<file path="src/hw/tmr_pkg.sv">
/*
  Constants, types and helper functions for the measurand telegram responder.
  Assumes a single 50 MHz core clock and registers reached over Avalon-MM.
*/
// What this block does
// Status nibble in byte 0, zero means OK
// Nonzero status: no user data, length zero
// Highest applicable error code wins
// Codes 1 refresh, 2 tag, 3 length
// Codes 4 too big, 5 undefined, 6 measurand
// Codes 7 command failed, 8 bad definition
// Codes 9 bad type, 0A bad parameters
// Codes 0E external, 0F internal disturbance
// Common status carries seven limit flags
// Type in byte 0 bits 6..4
// Types zero frame, value, frame read
// Types define frame, command, parameter read
// Zero frame equals read of frame 0
// Automatic frame 0 polling while exchange runs; polls start here only when idle with no go pending
// Value request layout set by head module
// Value read ignores status, common, user bytes
// Value response echoes type and measurand
// Byte 2 holds byte count and tag
// Value bytes ordered by configured endianness
// Telegrams are sixteen bytes, four header
// Requests in output, responses in input area
// Measurand identifiers range one to forty-one
// Response replaced whole after new decode
package tmr_pkg;

  // ==========================================================
  // Telegram geometry
  localparam int unsigned TMR_TELE_BYTES   = 16;
  localparam int unsigned TMR_HDR_BYTES    = 4;
  localparam int unsigned TMR_USER_BYTES   = 12;
  localparam int unsigned TMR_LANES        = 4;
  localparam int unsigned TMR_FRAMES       = 4;
  localparam int unsigned TMR_ENTRIES      = 4;
  localparam int unsigned TMR_TYPE_LSB     = 4;
  localparam int unsigned TMR_NIB_HI       = 4;
  localparam logic [7:0]  TMR_ID_MIN       = 8'h01;
  localparam logic [7:0]  TMR_ID_MAX       = 8'h29;

  // ==========================================================
  // Status codes
  localparam logic [3:0] TMR_ST_OK        = 4'h0;
  localparam logic [3:0] TMR_ST_REFRESH   = 4'h1;
  localparam logic [3:0] TMR_ST_TAG       = 4'h2;
  localparam logic [3:0] TMR_ST_LENGTH    = 4'h3;
  localparam logic [3:0] TMR_ST_TOO_BIG   = 4'h4;
  localparam logic [3:0] TMR_ST_NO_FRAME  = 4'h5;
  localparam logic [3:0] TMR_ST_NO_MEAS   = 4'h6;
  localparam logic [3:0] TMR_ST_CMD_FAIL  = 4'h7;
  localparam logic [3:0] TMR_ST_BAD_DEF   = 4'h8;
  localparam logic [3:0] TMR_ST_BAD_TYPE  = 4'h9;
  localparam logic [3:0] TMR_ST_BAD_PARAM = 4'ha;
  localparam logic [3:0] TMR_ST_EXTERNAL  = 4'he;
  localparam logic [3:0] TMR_ST_INTERNAL  = 4'hf;

  // ==========================================================
  // Telegram types, bits 6..4 of header byte 0
  localparam logic [2:0] TMR_TY_ZERO      = 3'h0;
  localparam logic [2:0] TMR_TY_VALUE     = 3'h1;
  localparam logic [2:0] TMR_TY_RD_FRAME  = 3'h2;
  localparam logic [2:0] TMR_TY_SET_FRAME = 3'h3;
  localparam logic [2:0] TMR_TY_CMD       = 3'h4;
  localparam logic [2:0] TMR_TY_PARAM     = 3'h6;

  // ==========================================================
  // Register map (byte addresses) and fields
  localparam logic [5:0] TMR_REQ_BASE     = 6'h00;
  localparam logic [5:0] TMR_RSP_BASE     = 6'h10;
  localparam logic [5:0] TMR_CTRL_ADDR    = 6'h20;
  localparam logic [5:0] TMR_STAT_ADDR    = 6'h24;
  localparam int unsigned TMR_CTRL_GO      = 0;
  localparam int unsigned TMR_CTRL_BIG     = 1;
  localparam int unsigned TMR_CTRL_POLL    = 2;
  localparam int unsigned TMR_CTRL_NOPARAM = 3;
  localparam logic       TMR_BIG_RST      = 1'b1;
  localparam logic       TMR_POLL_RST     = 1'b0;
  localparam logic       TMR_NOPARAM_RST  = 1'b0;
  localparam int unsigned TMR_STAT_BUSY    = 0;
  localparam int unsigned TMR_STAT_LAST    = 4;
  localparam int unsigned TMR_STAT_DEF     = 8;

  // ==========================================================
  // Timing
  localparam int unsigned TMR_CLK_HZ       = 50_000_000;
  localparam int unsigned TMR_POLL_US      = 1000;
  localparam int unsigned TMR_POLL_CYCLES  = TMR_POLL_US * (TMR_CLK_HZ / 1_000_000);

  typedef enum logic [1:0] {
    TMR_IDLE   = 2'b00,
    TMR_FETCH  = 2'b01,
    TMR_SAMPLE = 2'b11,
    TMR_COMMIT = 2'b10
  } tmr_state_t;

  function automatic logic [3:0] tmr_worse(input logic [3:0] a, input logic [3:0] b);
    return (b > a) ? b : a;
  endfunction

  function automatic logic tmr_id_ok(input logic [7:0] id);
    return (id >= TMR_ID_MIN) && (id <= TMR_ID_MAX);
  endfunction

endpackage

</file>
<file path="src/hw/tmr_pack_if.sv">
/*
  Carrier between the responder and its byte packer.
  Assumes both ends sit on the same clock; the path is combinational.
*/
`timescale 1ns/1ns
interface tmr_pack_if;
  logic [31:0] value;
  logic [2:0]  nbytes;
  logic        big_end;
  logic [7:0]  lane [4];

  modport packer (input value, input nbytes, input big_end, output lane);
  modport user   (output value, output nbytes, output big_end, input lane);
endinterface

</file>
<file path="src/hw/tmr_pack.sv">
/*
  Orders the bytes of one measured value into four lanes, lane 0 first on the wire.
  Assumes nbytes is 1 to 4; lanes past nbytes read zero.
*/
`timescale 1ns/1ns
module tmr_pack (
  tmr_pack_if.packer pk
);
  logic [2:0] src;

  always_comb begin
    src = 3'h0;
    for (int i = 0; i < 4; i++) begin
      // endian lane order
      if (pk.big_end) begin
        src = 3'(pk.nbytes - 3'h1 - 3'(i));
      end else begin
        src = 3'(i);
      end
      if (3'(i) < pk.nbytes) begin
        pk.lane[i] = pk.value[8*src[1:0] +: 8];
      end else begin
        pk.lane[i] = 8'h00;
      end
    end
  end
endmodule // tmr_pack

</file>
<file path="src/hw/tmr_responder.sv">
/*
  Telegram responder: request and response images as Avalon-MM registers,
  decode of the telegram types, frame table and value lookup.
  Assumes the measurement source answers meas_value, meas_bytes and meas_present
  for meas_id and meas_tag within one cycle, on core_clk.
*/
// Implementation choices: the address map and the Avalon-MM register port.
`timescale 1ns/1ns
module tmr_responder
  import tmr_pkg::*;
#(
  parameter int unsigned POLL_CYCLES = TMR_POLL_CYCLES
) (
  input  wire logic        core_clk,
  input  wire logic        arst_n,
  input  wire logic [5:0]  avs_address,
  input  wire logic        avs_read,
  input  wire logic        avs_write,
  input  wire logic [31:0] avs_writedata,
  input  wire logic [3:0]  avs_byteenable,
  output      logic [31:0] avs_readdata,
  output      logic        avs_waitrequest,
  output      logic [5:0]  meas_id,
  output      logic [3:0]  meas_tag,
  input  wire logic [31:0] meas_value,
  input  wire logic [2:0]  meas_bytes,
  input  wire logic        meas_present,
  input  wire logic        refresh_failed,
  input  wire logic        param_set_bad,
  input  wire logic        external_fault,
  input  wire logic        internal_fault,
  input  wire logic        freq_high_limit,
  input  wire logic        freq_low_limit,
  input  wire logic        temp_high_limit,
  input  wire logic        volt_high_limit,
  input  wire logic        volt_low_limit,
  input  wire logic        power_factor_low_limit,
  input  wire logic        current_high_limit
);

  // ==========================================================
  // Storage
  logic [7:0]            req [TMR_TELE_BYTES];
  logic [7:0]            rsp [TMR_TELE_BYTES];
  logic [7:0]            ubuf [TMR_USER_BYTES];
  logic [5:0]            frame_number [TMR_FRAMES][TMR_ENTRIES];
  logic [2:0]            fr_cnt [TMR_FRAMES];
  logic [TMR_FRAMES-1:0] fr_def;
  logic                  big_endian;
  logic                  auto_poll;
  logic                  no_param;
  logic                  go_pend;
  logic [3:0]            last_status;
  tmr_state_t            state;
  logic [2:0]            x_type;
  logic [7:0]            x_id;
  logic [3:0]            x_tag;
  logic [1:0]            x_frame;
  logic [2:0]            idx;
  logic [2:0]            n_entries;
  logic [3:0]            acc;
  logic [3:0]            err;
  logic [31:0]           poll_cnt;
  logic                  poll_tick;

  logic                  wr_fire;
  logic [31:0]           rd_mux;
  logic                  start;
  logic                  poll_start;
  logic [2:0]            d_type;
  logic [7:0]            d_sel;
  logic [3:0]            d_err;
  logic                  d_lookup;
  logic                  d_frame_ok;
  logic                  set_frame_ok;
  logic [4:0]            sum_bytes;
  logic                  value_bad;
  logic [7:0]            common;

  tmr_pack_if pk ();

  tmr_pack u_pack (
    .pk (pk)
  );

  assign pk.value   = meas_value;
  assign pk.nbytes  = meas_bytes;
  assign pk.big_end = big_endian;

  // ==========================================================
  // Avalon-MM slave
  // One wait cycle per access: the answer is registered, so readdata and
  // the low waitrequest appear together one edge after the request.
  assign wr_fire = avs_write && !avs_waitrequest;

  always_ff @(posedge core_clk or negedge arst_n) begin
    if (!arst_n) begin
      avs_waitrequest <= 1'b1;
      avs_readdata    <= 32'h0000_0000;
    end else if (!avs_waitrequest) begin
      avs_waitrequest <= 1'b1;
    end else if (avs_read || avs_write) begin
      avs_waitrequest <= 1'b0;
      avs_readdata    <= avs_read ? rd_mux : 32'h0000_0000;
    end
  end

  always_comb begin
    rd_mux = 32'h0000_0000;
    if (avs_address[5:4] == TMR_REQ_BASE[5:4]) begin
      for (int k = 0; k < 4; k++) begin
        rd_mux[8*k +: 8] = req[{avs_address[3:2], 2'(k)}];
      end
    end else if (avs_address[5:4] == TMR_RSP_BASE[5:4]) begin
      // response image readback
      for (int k = 0; k < 4; k++) begin
        rd_mux[8*k +: 8] = rsp[{avs_address[3:2], 2'(k)}];
      end
    end else if (avs_address == TMR_CTRL_ADDR) begin
      rd_mux[TMR_CTRL_BIG]     = big_endian;
      rd_mux[TMR_CTRL_POLL]    = auto_poll;
      rd_mux[TMR_CTRL_NOPARAM] = no_param;
    end else if (avs_address == TMR_STAT_ADDR) begin
      rd_mux[TMR_STAT_BUSY]                 = (state != TMR_IDLE) || go_pend;
      rd_mux[TMR_STAT_LAST +: 4]            = last_status;
      rd_mux[TMR_STAT_DEF +: TMR_FRAMES]    = fr_def;
    end
  end

  // Request image, written by the head module side
  always_ff @(posedge core_clk or negedge arst_n) begin
    if (!arst_n) begin
      for (int b = 0; b < TMR_TELE_BYTES; b++) begin
        req[b] <= 8'h00;
      end
    end else if (wr_fire && avs_address[5:4] == TMR_REQ_BASE[5:4]) begin
      for (int k = 0; k < 4; k++) begin
        if (avs_byteenable[k]) begin
          req[{avs_address[3:2], 2'(k)}] <= avs_writedata[8*k +: 8];
        end
      end
    end
  end

  always_ff @(posedge core_clk or negedge arst_n) begin
    if (!arst_n) begin
      big_endian <= TMR_BIG_RST;
      auto_poll  <= TMR_POLL_RST;
      no_param   <= TMR_NOPARAM_RST;
    end else if (wr_fire && avs_address == TMR_CTRL_ADDR && avs_byteenable[0]) begin
      big_endian <= avs_writedata[TMR_CTRL_BIG];
      auto_poll  <= avs_writedata[TMR_CTRL_POLL];
      no_param   <= avs_writedata[TMR_CTRL_NOPARAM];
    end
  end

  // Doorbell: a write of go during an exchange is kept, set beats clear
  always_ff @(posedge core_clk or negedge arst_n) begin
    if (!arst_n) begin
      go_pend <= 1'b0;
    end else if (wr_fire && avs_address == TMR_CTRL_ADDR && avs_byteenable[0]
                 && avs_writedata[TMR_CTRL_GO]) begin
      go_pend <= 1'b1;
    end else if (start && !poll_start) begin
      go_pend <= 1'b0;
    end
  end

  // ==========================================================
  // Poll divider
  always_ff @(posedge core_clk or negedge arst_n) begin
    if (!arst_n) begin
      poll_cnt  <= 32'h0000_0000;
      poll_tick <= 1'b0;
    end else if (!auto_poll || poll_cnt == 32'(POLL_CYCLES - 1)) begin
      poll_cnt  <= 32'h0000_0000;
      poll_tick <= auto_poll;
    end else begin
      poll_cnt  <= poll_cnt + 32'h0000_0001;
      poll_tick <= 1'b0;
    end
  end

  // automatic frame zero poll
  assign poll_start = (state == TMR_IDLE) && !go_pend && auto_poll && poll_tick;
  assign start      = (state == TMR_IDLE) && (go_pend || poll_start);

  // ==========================================================
  // Request decode
  always_comb begin
    // type field extract
    d_type     = poll_start ? TMR_TY_ZERO : req[0][TMR_TYPE_LSB +: 3];
    // zero frame targets frame 0
    d_sel      = (d_type == TMR_TY_ZERO) ? 8'h00 : req[1];
    d_frame_ok = (d_sel < 8'(TMR_FRAMES)) && fr_def[d_sel[1:0]];
    d_lookup   = 1'b0;
    // faults common to every exchange
    d_err = TMR_ST_OK;
    if (refresh_failed) d_err = tmr_worse(d_err, TMR_ST_REFRESH);
    if (param_set_bad)  d_err = tmr_worse(d_err, TMR_ST_BAD_PARAM);
    if (external_fault) d_err = tmr_worse(d_err, TMR_ST_EXTERNAL);
    if (internal_fault) d_err = tmr_worse(d_err, TMR_ST_INTERNAL);
    // type selection
    case (d_type)
      TMR_TY_VALUE, TMR_TY_ZERO, TMR_TY_RD_FRAME: begin
        // tag and length checks
        if (req[2][3:0] == 4'h0)         d_err = tmr_worse(d_err, TMR_ST_TAG);
        if (req[2][TMR_NIB_HI +: 4] != 4'h0) d_err = tmr_worse(d_err, TMR_ST_LENGTH);
        if (d_type == TMR_TY_VALUE) begin
          d_lookup = 1'b1;
        end else if (d_frame_ok) begin
          d_lookup = 1'b1;
        end else begin
          // undefined frame
          d_err = tmr_worse(d_err, TMR_ST_NO_FRAME);
        end
      end
      TMR_TY_SET_FRAME: begin
        // definition check
        if (d_sel >= 8'(TMR_FRAMES) || req[2][TMR_NIB_HI +: 4] == 4'h0
            || req[2][TMR_NIB_HI +: 4] > 4'(TMR_ENTRIES)) begin
          d_err = tmr_worse(d_err, TMR_ST_BAD_DEF);
        end else begin
          for (int e = 0; e < TMR_ENTRIES; e++) begin
            // identifier range
            if (4'(e) < req[2][TMR_NIB_HI +: 4] && !tmr_id_ok(req[TMR_HDR_BYTES + e])) begin
              d_err = tmr_worse(d_err, TMR_ST_BAD_DEF);
            end
          end
        end
      end
      // commands are not carried out here
      TMR_TY_CMD:   d_err = tmr_worse(d_err, TMR_ST_CMD_FAIL);
      TMR_TY_PARAM: begin
        if (no_param) d_err = tmr_worse(d_err, TMR_ST_BAD_TYPE);
      end
      // unsupported type
      default:      d_err = tmr_worse(d_err, TMR_ST_BAD_TYPE);
    endcase
  end

  assign set_frame_ok = start && d_type == TMR_TY_SET_FRAME && d_err == TMR_ST_OK;

  always_ff @(posedge core_clk or negedge arst_n) begin
    if (!arst_n) begin
      fr_def <= '0;
      for (int f = 0; f < TMR_FRAMES; f++) begin
        fr_cnt[f] <= 3'h0;
        for (int e = 0; e < TMR_ENTRIES; e++) begin
          frame_number[f][e] <= 6'h00;
        end
      end
    end else if (set_frame_ok) begin
      fr_def[d_sel[1:0]] <= 1'b1;
      fr_cnt[d_sel[1:0]] <= req[2][TMR_NIB_HI +: 3];
      for (int e = 0; e < TMR_ENTRIES; e++) begin
        frame_number[d_sel[1:0]][e] <= req[TMR_HDR_BYTES + e][5:0];
      end
    end
  end

  // ==========================================================
  // Exchange sequencer
  assign sum_bytes = 5'(acc) + 5'(meas_bytes);
  // value read identifier must be in range
  assign value_bad = !meas_present || meas_bytes == 3'h0 || meas_bytes > 3'(TMR_LANES)
                     || (x_type == TMR_TY_VALUE && !tmr_id_ok(x_id));

  always_ff @(posedge core_clk or negedge arst_n) begin
    if (!arst_n) begin
      state       <= TMR_IDLE;
      x_type      <= TMR_TY_ZERO;
      x_id        <= 8'h00;
      x_tag       <= 4'h0;
      x_frame     <= 2'h0;
      idx         <= 3'h0;
      n_entries   <= 3'h0;
      acc         <= 4'h0;
      err         <= TMR_ST_OK;
      last_status <= TMR_ST_OK;
      meas_id     <= 6'h00;
      meas_tag    <= 4'h0;
      for (int b = 0; b < TMR_USER_BYTES; b++) begin
        ubuf[b] <= 8'h00;
      end
    end else begin
      case (state)
        TMR_IDLE: begin
          if (start) begin
            // only type, byte 1 and byte 2 are used
            x_type    <= d_type;
            x_id      <= d_sel;
            x_tag     <= req[2][3:0];
            x_frame   <= d_sel[1:0];
            err       <= d_err;
            idx       <= 3'h0;
            acc       <= 4'h0;
            meas_tag  <= req[2][3:0];
            n_entries <= (d_type == TMR_TY_VALUE) ? 3'h1 : fr_cnt[d_sel[1:0]];
            meas_id   <= (d_type == TMR_TY_VALUE) ? d_sel[5:0] : frame_number[d_sel[1:0]][0];
            for (int b = 0; b < TMR_USER_BYTES; b++) begin
              ubuf[b] <= 8'h00;
            end
            state <= d_lookup ? TMR_FETCH : TMR_COMMIT;
          end
        end
        TMR_FETCH: begin
          state <= TMR_SAMPLE;
        end
        TMR_SAMPLE: begin
          if (value_bad) begin
            // missing measurand
            err <= tmr_worse(err, TMR_ST_NO_MEAS);
          end else if (sum_bytes > 5'(TMR_USER_BYTES)) begin
            // frame too big
            err <= tmr_worse(err, TMR_ST_TOO_BIG);
          end else begin
            acc <= sum_bytes[3:0];
            for (int i = 0; i < TMR_LANES; i++) begin
              if (3'(i) < meas_bytes) begin
                ubuf[4'(acc + 4'(i))] <= pk.lane[i];
              end
            end
          end
          idx <= idx + 3'h1;
          if (idx + 3'h1 < n_entries) begin
            meas_id <= frame_number[x_frame][2'(idx + 3'h1)];
            state   <= TMR_FETCH;
          end else begin
            state <= TMR_COMMIT;
          end
        end
        TMR_COMMIT: begin
          last_status <= err;
          state       <= TMR_IDLE;
        end
        default: state <= TMR_IDLE;
      endcase
    end
  end

  // ==========================================================
  // Response image
  // common status flag byte
  assign common = {1'b0, current_high_limit, power_factor_low_limit, volt_low_limit,
                   volt_high_limit, temp_high_limit, freq_low_limit, freq_high_limit};

  always_ff @(posedge core_clk or negedge arst_n) begin
    if (!arst_n) begin
      for (int b = 0; b < TMR_TELE_BYTES; b++) begin
        rsp[b] <= 8'h00;
      end
    end else if (state == TMR_COMMIT) begin
      // all sixteen bytes at once
      // header byte 0 and echo
      rsp[0] <= {1'b0, x_type, err};
      rsp[1] <= x_id;
      // length and tag
      rsp[2] <= {(err == TMR_ST_OK) ? acc : 4'h0, x_tag};
      rsp[3] <= common;
      // twelve user bytes follow
      for (int b = 0; b < TMR_USER_BYTES; b++) begin
        rsp[TMR_HDR_BYTES + b] <= (err == TMR_ST_OK) ? ubuf[b] : 8'h00;
      end
    end
  end

endmodule // tmr_responder

</file>
<file path="config.mk">
export PLATFORM = sky130hd
export DESIGN_NAME = tmr_responder
export DESIGN_NICKNAME = d
export VERILOG_FILES = /design/src/hw/tmr_pkg.sv /design/src/hw/tmr_pack_if.sv /design/src/hw/tmr_pack.sv /design/src/hw/tmr_responder.sv
export SDC_FILE = /design/constraint.sdc
export NUM_CORES = 1
export LEC_CHECK = 0
export BUFFER_PORTS_ARGS = -buffer_cell sky130_fd_sc_hd__buf_2
export CELL_PAD_IN_SITES_DETAIL_PLACEMENT = 0
export CELL_PAD_IN_SITES_GLOBAL_PLACEMENT = 2
export CORE_UTILIZATION = 30
export DETAILED_ROUTE_END_ITERATION = 7
export PLACE_DENSITY = 0.57
export SLEW_MARGIN = 10
export SYNTH_ARGS = -nofsm -noshare
export SYNTH_HDL_FRONTEND = slang
export SYNTH_HIERARCHICAL = 1
export SYNTH_SLANG_ARGS = --single-unit
export TNS_END_PERCENT = 30
</file>
<file path="constraint.sdc">
create_clock -name core_clk -period 10.29 [get_ports core_clk]
set_clock_uncertainty 0.2 [all_clocks]
set_input_delay 2.058 -clock core_clk [delete_from_list [all_inputs] [get_ports core_clk]]
set_output_delay 2.058 -clock core_clk [all_outputs]
set_load 0.01 [all_outputs]
</file>
==> flow_summary.json, run 1 <==
{
  "place.port_buffers": 135,
  "dpl.hpwl_um": 73100,
  "ff2ff_path_depth": 11,
  "fin_nets": 2905,
  "period_share": 0.537,
  "clk_path_buf_depth": 3,
  "p_leak_nw": 15.5,
  "syn2layout_area_growth_pct": 14.9,
  "grt_pass1_wl_um": 163000,
  "min_period_ns": 5.53,
  "crit_type": "input port to flip-flop",
  "min_path_cells": 1,
  "hold_class": "flip-flop to flip-flop",
  "grt_max_degree": 134,
  "cellPowerDensity_nw_per_um2": 161,
  "post-place-ws_ns": 4.17,
  "cts_setup_buffers": 0,
  "path_max_fanout": 79,
  "setup_viol_count_final": 0,
  "maxCapViolCount": 0,
  "hold_slack_ns": 0.249,
  "cts_root_buf": "clkbuf_16",
  "place_inst": 4026,
  "final_cells": 4161,
  "clock_power_share": 0.468,
  "finalHoldViolCount": 0,
  "cpMostUsedCell": "buf_4",
  "power_switching_mw": 1.51,
  "r2r_end": "acc[0]",
  "critPathBufInv": 3,
  "viasPerCell": 5.56,
  "multi_input_comb_area_sq_um": 15200,
  "crit_family": "buffers and inverters",
  "reg2reg_slack_ns": 5.97,
  "vias": 23155,
  "die_area_sq_um": 102000,
  "rows": 116,
  "yosys_warnings": 6,
  "syn_area_per_cell_sq_um": 11.0,
  "startpoint": "meas_bytes[0]",
  "max_stage_delay_ns": 0.90,
  "grt_pass1_vias": 23375,
  "reg2reg_from": "acc[0]",
  "drive_gt1_frac": 0.257,
  "drv_slew": 0,
  "h-tree-depth": 3,
  "crit_arrival_ns": 5.79,
  "ys_ff_latch": 569,
  "antenna_found_initial": 4,
  "max_freq_mhz": 181,
  "synth-edff-count": 0,
  "start_kind": "input port",
  "maxSlewHeadroom": 0.142,
  "synth_cell_types": 84,
  "tightest_slew_ns": 1.29,
  "yosysTopAreaCell": "dfrtp_1",
  "drc": 0,
  "cp.required_ns": 10.55,
  "setup_tns_ns": 0,
  "rsz0062_at_grt": "false",
  "cp-end-kind": "flip-flop",
  "syn_area_sq_um": 30200,
  "core_sq_um": 100000,
  "ioPinCount": 136,
  "syn_nets": 2854,
  "whs_endpoint": "poll_cnt[0]",
  "drt_iter0_markers": 1564,
  "track_usage": 0.214,
  "synth_top_area_share": 0.469,
  "ys.flop_type": "dfrtp_1",
  "combPwrFrac": 0.099,
  "wirelength_um": 110000,
  "fp.dieW_um": 320,
  "p_seq_frac": 0.433,
  "place_congestion": 0.826,
  "seq_area_frac_synth": 0.471,
  "regArea_sq_um": 14200,
  "total_power_mw": 5.61,
  "fp.dieH_um": 320,
  "cts_resized": 0,
  "numClockSinks": 569,
  "synth_async_sr_flop_share": 1.00,
  "cts_tree": "built",
  "cpMaxStageDelayCell": "buf_4",
  "fill_cells": 9887,
  "numCtsBuffers": 72,
  "swShare": 0.269,
  "start_util": 0.302,
  "hold_path.startpoint": "poll_cnt[0]",
  "cts_hold_buf": 0,
  "avgRoutedWirePerCell_um": 26.3,
  "crit_chain": "buf_2, ha_1, fa_1, or2_2, o2111ai_1, nand4_1, nor3_1, buf_4, a21oi_4, buf_4, o21ai_0",
  "finalWorstSetupSlack_ns": 4.76,
  "status": "finished, final reports clean",
  "ys_top_cells_by_area": "dfrtp_1 47%, mux2_2 9.2%, mux4_2 6.9%",
  "yosys-top-cells-count": "567 x dfrtp_1, 252 x nand2_1, 248 x mux2_2, 217 x nor2_1, 207 x o21ai_0",
  "first_pass_iters": 5,
  "grt-ovfl-total": 0,
  "p_int_mw": 4.10,
  "netlist_instances": 2751,
  "path_clk_slew_ns": 0.06,
  "peakVddDrop_mv": 0.0995,
  "clock_latency_ns": 0.64,
  "post-synth-top-count-cell": "dfrtp_1",
  "ant_nets": 0
}
## logic make-up (layout without fill, tap and decap cells)
| group | count (synthesis) | in the layout | synth area share |
|---|---|---|---|
| AO/OA/AOI/OAI | 719 | 719 | 0.157 |
| AND/OR/NAND/NOR | 672 | 672 | 0.104 |
| flip-flops | 569 | 569 | 0.471 |
| multiplexers | 515 | 515 | 0.222 |
| buffers and inverters | 234 | 344 | 0.0323 |
| XOR/XNOR | 32 | 32 | 0.00927 |
| adder cells (fa/ha/maj) | 10 | 10 | 0.00439 |
| other | 0 | 2 | 0 |
## metal layers
metal | GRT usage | vias to the layer above | part of all wire
met1 | 0.294 | 11965 | 0.45
met3 | 0.0259 | 185 | 0.038
li1 | - | 10370 | -
met2 | 0.345 | 635 | 0.47
met5 | 0 | - | 0
met4 | 0.0767 | 0 | 0.035
## worst reg2reg max path, delay by kind of cell (launching register included)
kind | cells | cell delay [ns]
compound gates | 3 | 1.07
simple gates | 3 | 0.38
fa+ha+maj | 2 | 0.81
buf+inv | 3 | 1.32
flops | 1 | 0.36
## layout by cell type, fill, tap and decap left out, types with 20 or more instances in the layout
cell type,Yosys,final
a211oi_1,58,58
a21oi_1,135,134
a22o_1,165,165
a31oi_1,20,20
buf_2,16,132
buf_4,6,65
clkbuf_16,0,73
dfrtp_1,567,566
mux2_2,248,248
mux2i_1,145,145
mux4_2,92,92
nand2_1,252,251
nand2b_1,28,27
nand3_1,32,32
nor2_1,217,215
o211ai_1,22,22
o21ai_0,207,205
o22ai_1,31,22
xor2_1,21,21
## final cells by class
cell class                      count  share of cell area
Antenna cell                        2            0.000144
Timing Repair Buffer              199              0.0341
Clock buffer                      102              0.0597
Clock inverter                     31              0.0108
Multi-Input combinational cell   1948               0.437
Inverter                           12             0.00130
Sequential cell                   569               0.410
Tap cell                         1298              0.0467
## per-stage QoR
| step | instance area, sq um | util |
|---|---|---|
| 6_report | 34800 | 0.348 |
| 3_3_place_gp | 32300 | 0.323 |
| 3_5_place_dp | 32300 | 0.323 |
| 2_1_floorplan | 30200 | - |
| 5_1_grt | 34700 | 0.347 |
| 4_1_cts | 34700 | 0.347 |
## worst max path at each step
stage	end	depth (start not counted)
finish	acc[0]	11
CTS	acc[0]	11
global route	acc[0]	11
floorplan	ubuf[69]	10
detailed placement	acc[0]	11
global placement	acc[1]	11
## registers in the layout (all words and copies together), names as in the netlist, 2 cells and up
signal and cells:
req 128, rsp 123, frame_number 96, ubuf 96, avs_readdata 32, poll_cnt 32
fr_cnt 12, x_id 8, meas_id 6, acc 4, err 4, fr_def 4
x_tag 4, idx 3, last_status 3, n_entries 3, x_type 3, state 2
## power groups by stage
stage,registers (mW),logic (mW),clock network (mW)
after CTS,2.43,0.563,2.70
final,2.43,0.554,2.62
after detailed placement,2.47,0.560,0
after global routing,2.44,0.600,2.79
after floorplan,2.41,0.323,0
after global placement,2.46,0.553,0
Note: power is estimated with default switching activity, not from simulation.
==> run 2: changes to the inputs <==
--- a/config.mk
+++ b/config.mk
@@ -10,7 +10,7 @@
 export CELL_PAD_IN_SITES_GLOBAL_PLACEMENT = 2
 export CORE_UTILIZATION = 30
 export DETAILED_ROUTE_END_ITERATION = 7
-export PLACE_DENSITY = 0.57
+export PLACE_DENSITY = 0.59
 export SLEW_MARGIN = 10
 export SYNTH_ARGS = -nofsm -noshare
 export SYNTH_HDL_FRONTEND = slang
==> constraint.sdc (replaced) <==
create_clock -name core_clk -period 4.95 [get_ports core_clk]
set_clock_uncertainty 0.2 [all_clocks]
set_input_delay 0.99 -clock core_clk [delete_from_list [all_inputs] [get_ports core_clk]]
set_output_delay 0.99 -clock core_clk [all_outputs]
set_load 0.01 [all_outputs]
==> run 2 against run 1 <==
Cell count up 0.77%. Worst setup slack worse by 3.6 ns. Count of clock-buffer cells in the layout up 2. Clock power up 110%. Largest power group unchanged. Design area up 0.78%.
==> flow_summary.json, run 2 (same netlist as run 1, synthesis figures left out) <==
{
  "max_freq_mhz": 264,
  "final_cell_mix": "567 x dfrtp_1, 252 x nand2_1, 248 x mux2_2",
  "core_sq_um": 100000,
  "dpl.hpwl_um": 74800,
  "start_kind": "input port",
  "start_util": 0.302,
  "rows": 116,
  "p_leak_nw": 15.7,
  "path_clk_slew_ns": 0.06,
  "h-tree-depth": 3,
  "reg2reg_from": "req[67]",
  "first_pass_iters": 5,
  "largest_reg_flops": 128,
  "maxCapViolCount": 0,
  "cts_resized": 0,
  "place.port_buffers": 135,
  "die_area_sq_um": 102000,
  "numClockSinks": 569,
  "largestRegisters": "req (128), rsp (123)",
  "vias": 23261,
  "maxSlewHeadroom": 0.118,
  "tightest_slew_ns": 1.29,
  "hold_class": "input port to async pin",
  "ant_nets": 0,
  "track_usage": 0.217,
  "min_period_ns": 3.79,
  "clock_latency_ns": 0.64,
  "fin_util": 0.350,
  "period_share": 0.765,
  "grt_pass1_wl_um": 166000,
  "reg2reg_slack_ns": 1.18,
  "status": "finished, final reports clean",
  "drc": 0,
  "syn2layout_area_growth_pct": 15.8,
  "place_congestion": 0.806,
  "ff2ff_path_depth": 7,
  "peakVddDrop_mv": 0.215,
  "ioPinCount": 136,
  "cp-end-kind": "flip-flop",
  "cts_hold_buf": 0,
  "avgRoutedWirePerCell_um": 26.4,
  "antenna_found_initial": 2,
  "fin_nets": 2943,
  "cts_tree": "built",
  "fp.dieH_um": 320,
  "numCtsBuffers": 72,
  "grt_max_degree": 122,
  "cp.required_ns": 5.31,
  "cellPowerDensity_nw_per_um2": 332,
  "regMostFlops": "req",
  "finalHoldViolCount": 0,
  "cts_setup_buffers": 0,
  "crit_arrival_ns": 4.15,
  "grt_pass1_vias": 23695,
  "crit_type": "input port to flip-flop",
  "drive_gt1_frac": 0.262,
  "grt-ovfl-total": 0,
  "wirelength_um": 111000,
  "rsz0062_at_grt": "false",
  "viasPerCell": 5.55,
  "cts_root_buf": "clkbuf_16",
  "setup_tns_ns": 0,
  "clk_path_buf_depth": 3,
  "final_common_cell": "dfrtp_1",
  "path_max_fanout": 34,
  "drt_iter0_markers": 1787,
  "drv_slew": 0,
  "r2r_end": "frame_number[83]",
  "setup_viol_count_final": 0,
  "fp.dieW_um": 320
}
## run 2: cell types whose count changed in the layout (fill, tap and decap cells not counted), sizes merged
cell,change
clkinv,-5
bufinv,-2
clkbuf,+2
buf,+38
diode,-1
## run 2: worst max-delay path: stages
cell       delay (ns)
buf_2            0.13
ha_1             0.24
fa_1             0.53
or2_2            0.15
o2111ai_1        0.12
nand4_1          0.13
nor3_1           0.06
buf_4            0.22
a21oi_4          0.87
buf_4            0.48
a22o_1           0.20
## run 2: final cells by class
type	instances	area, sq um
inverter	12	45.0
tap	1298	1620
fill	9878	65000
clock buffer	104	2130
timing repair buffer	237	1560
sequential	569	14200
antenna	1	2.50
multi-input combinational	1948	15100
clock inverter	24	282
## run 2: layer usage
layer	wire length [um]	global-route usage	vias up	share of wire
li1	-	-	10457	-
met1	49300	0.293	11996	0.44
met2	53200	0.357	636	0.48
met3	4570	0.0304	172	0.041
met4	3790	0.0757	0	0.034
met5	0	0	-	0
## run 2: how the worst max path moves through the flow
stage | start | to | slack (ns) | cells past startpoint
floorplan | meas_bytes[0] | ubuf[69] | 1.15 | 10
global placement | meas_bytes[0] | ubuf[82] | 0.54 | 11
detailed placement | meas_bytes[0] | ubuf[29] | 0.52 | 12
CTS | req[67] | frame_number[83] | 1.01 | 7
global route | req[67] | frame_number[79] | 0.89 | 7
finish | meas_bytes[0] | ubuf[82] | 1.16 | 11
## run 2: where the power goes
group          internal, mW  total, mW  switching [mW]
Sequential             4.83       5.04           0.217
Combinational         0.446       1.19           0.742
Clock                  3.21       5.39            2.17
Total                  8.49       11.6            3.13
## run 2: per-stage QoR
| step | area [sq um] | setup slack (ns) | instances | power, mW | hold slack [ns] |
|---|---|---|---|---|---|
| final | 35000 | 1.16 | 4193 | 11.6 | 0.0799 |
| after global routing | 35000 | 0.893 | 4192 | 12.1 | 0.0862 |
| after CTS | 35000 | 1.01 | 4192 | 11.8 | 0.0795 |
| after detailed placement | 32600 | 0.518 | 4064 | 6.32 | 0.259 |
| after global placement | 32600 | 0.536 | 4064 | 6.29 | 0.241 |
| after floorplan | 30200 | 1.15 | 2751 | 5.68 | 0.225 |
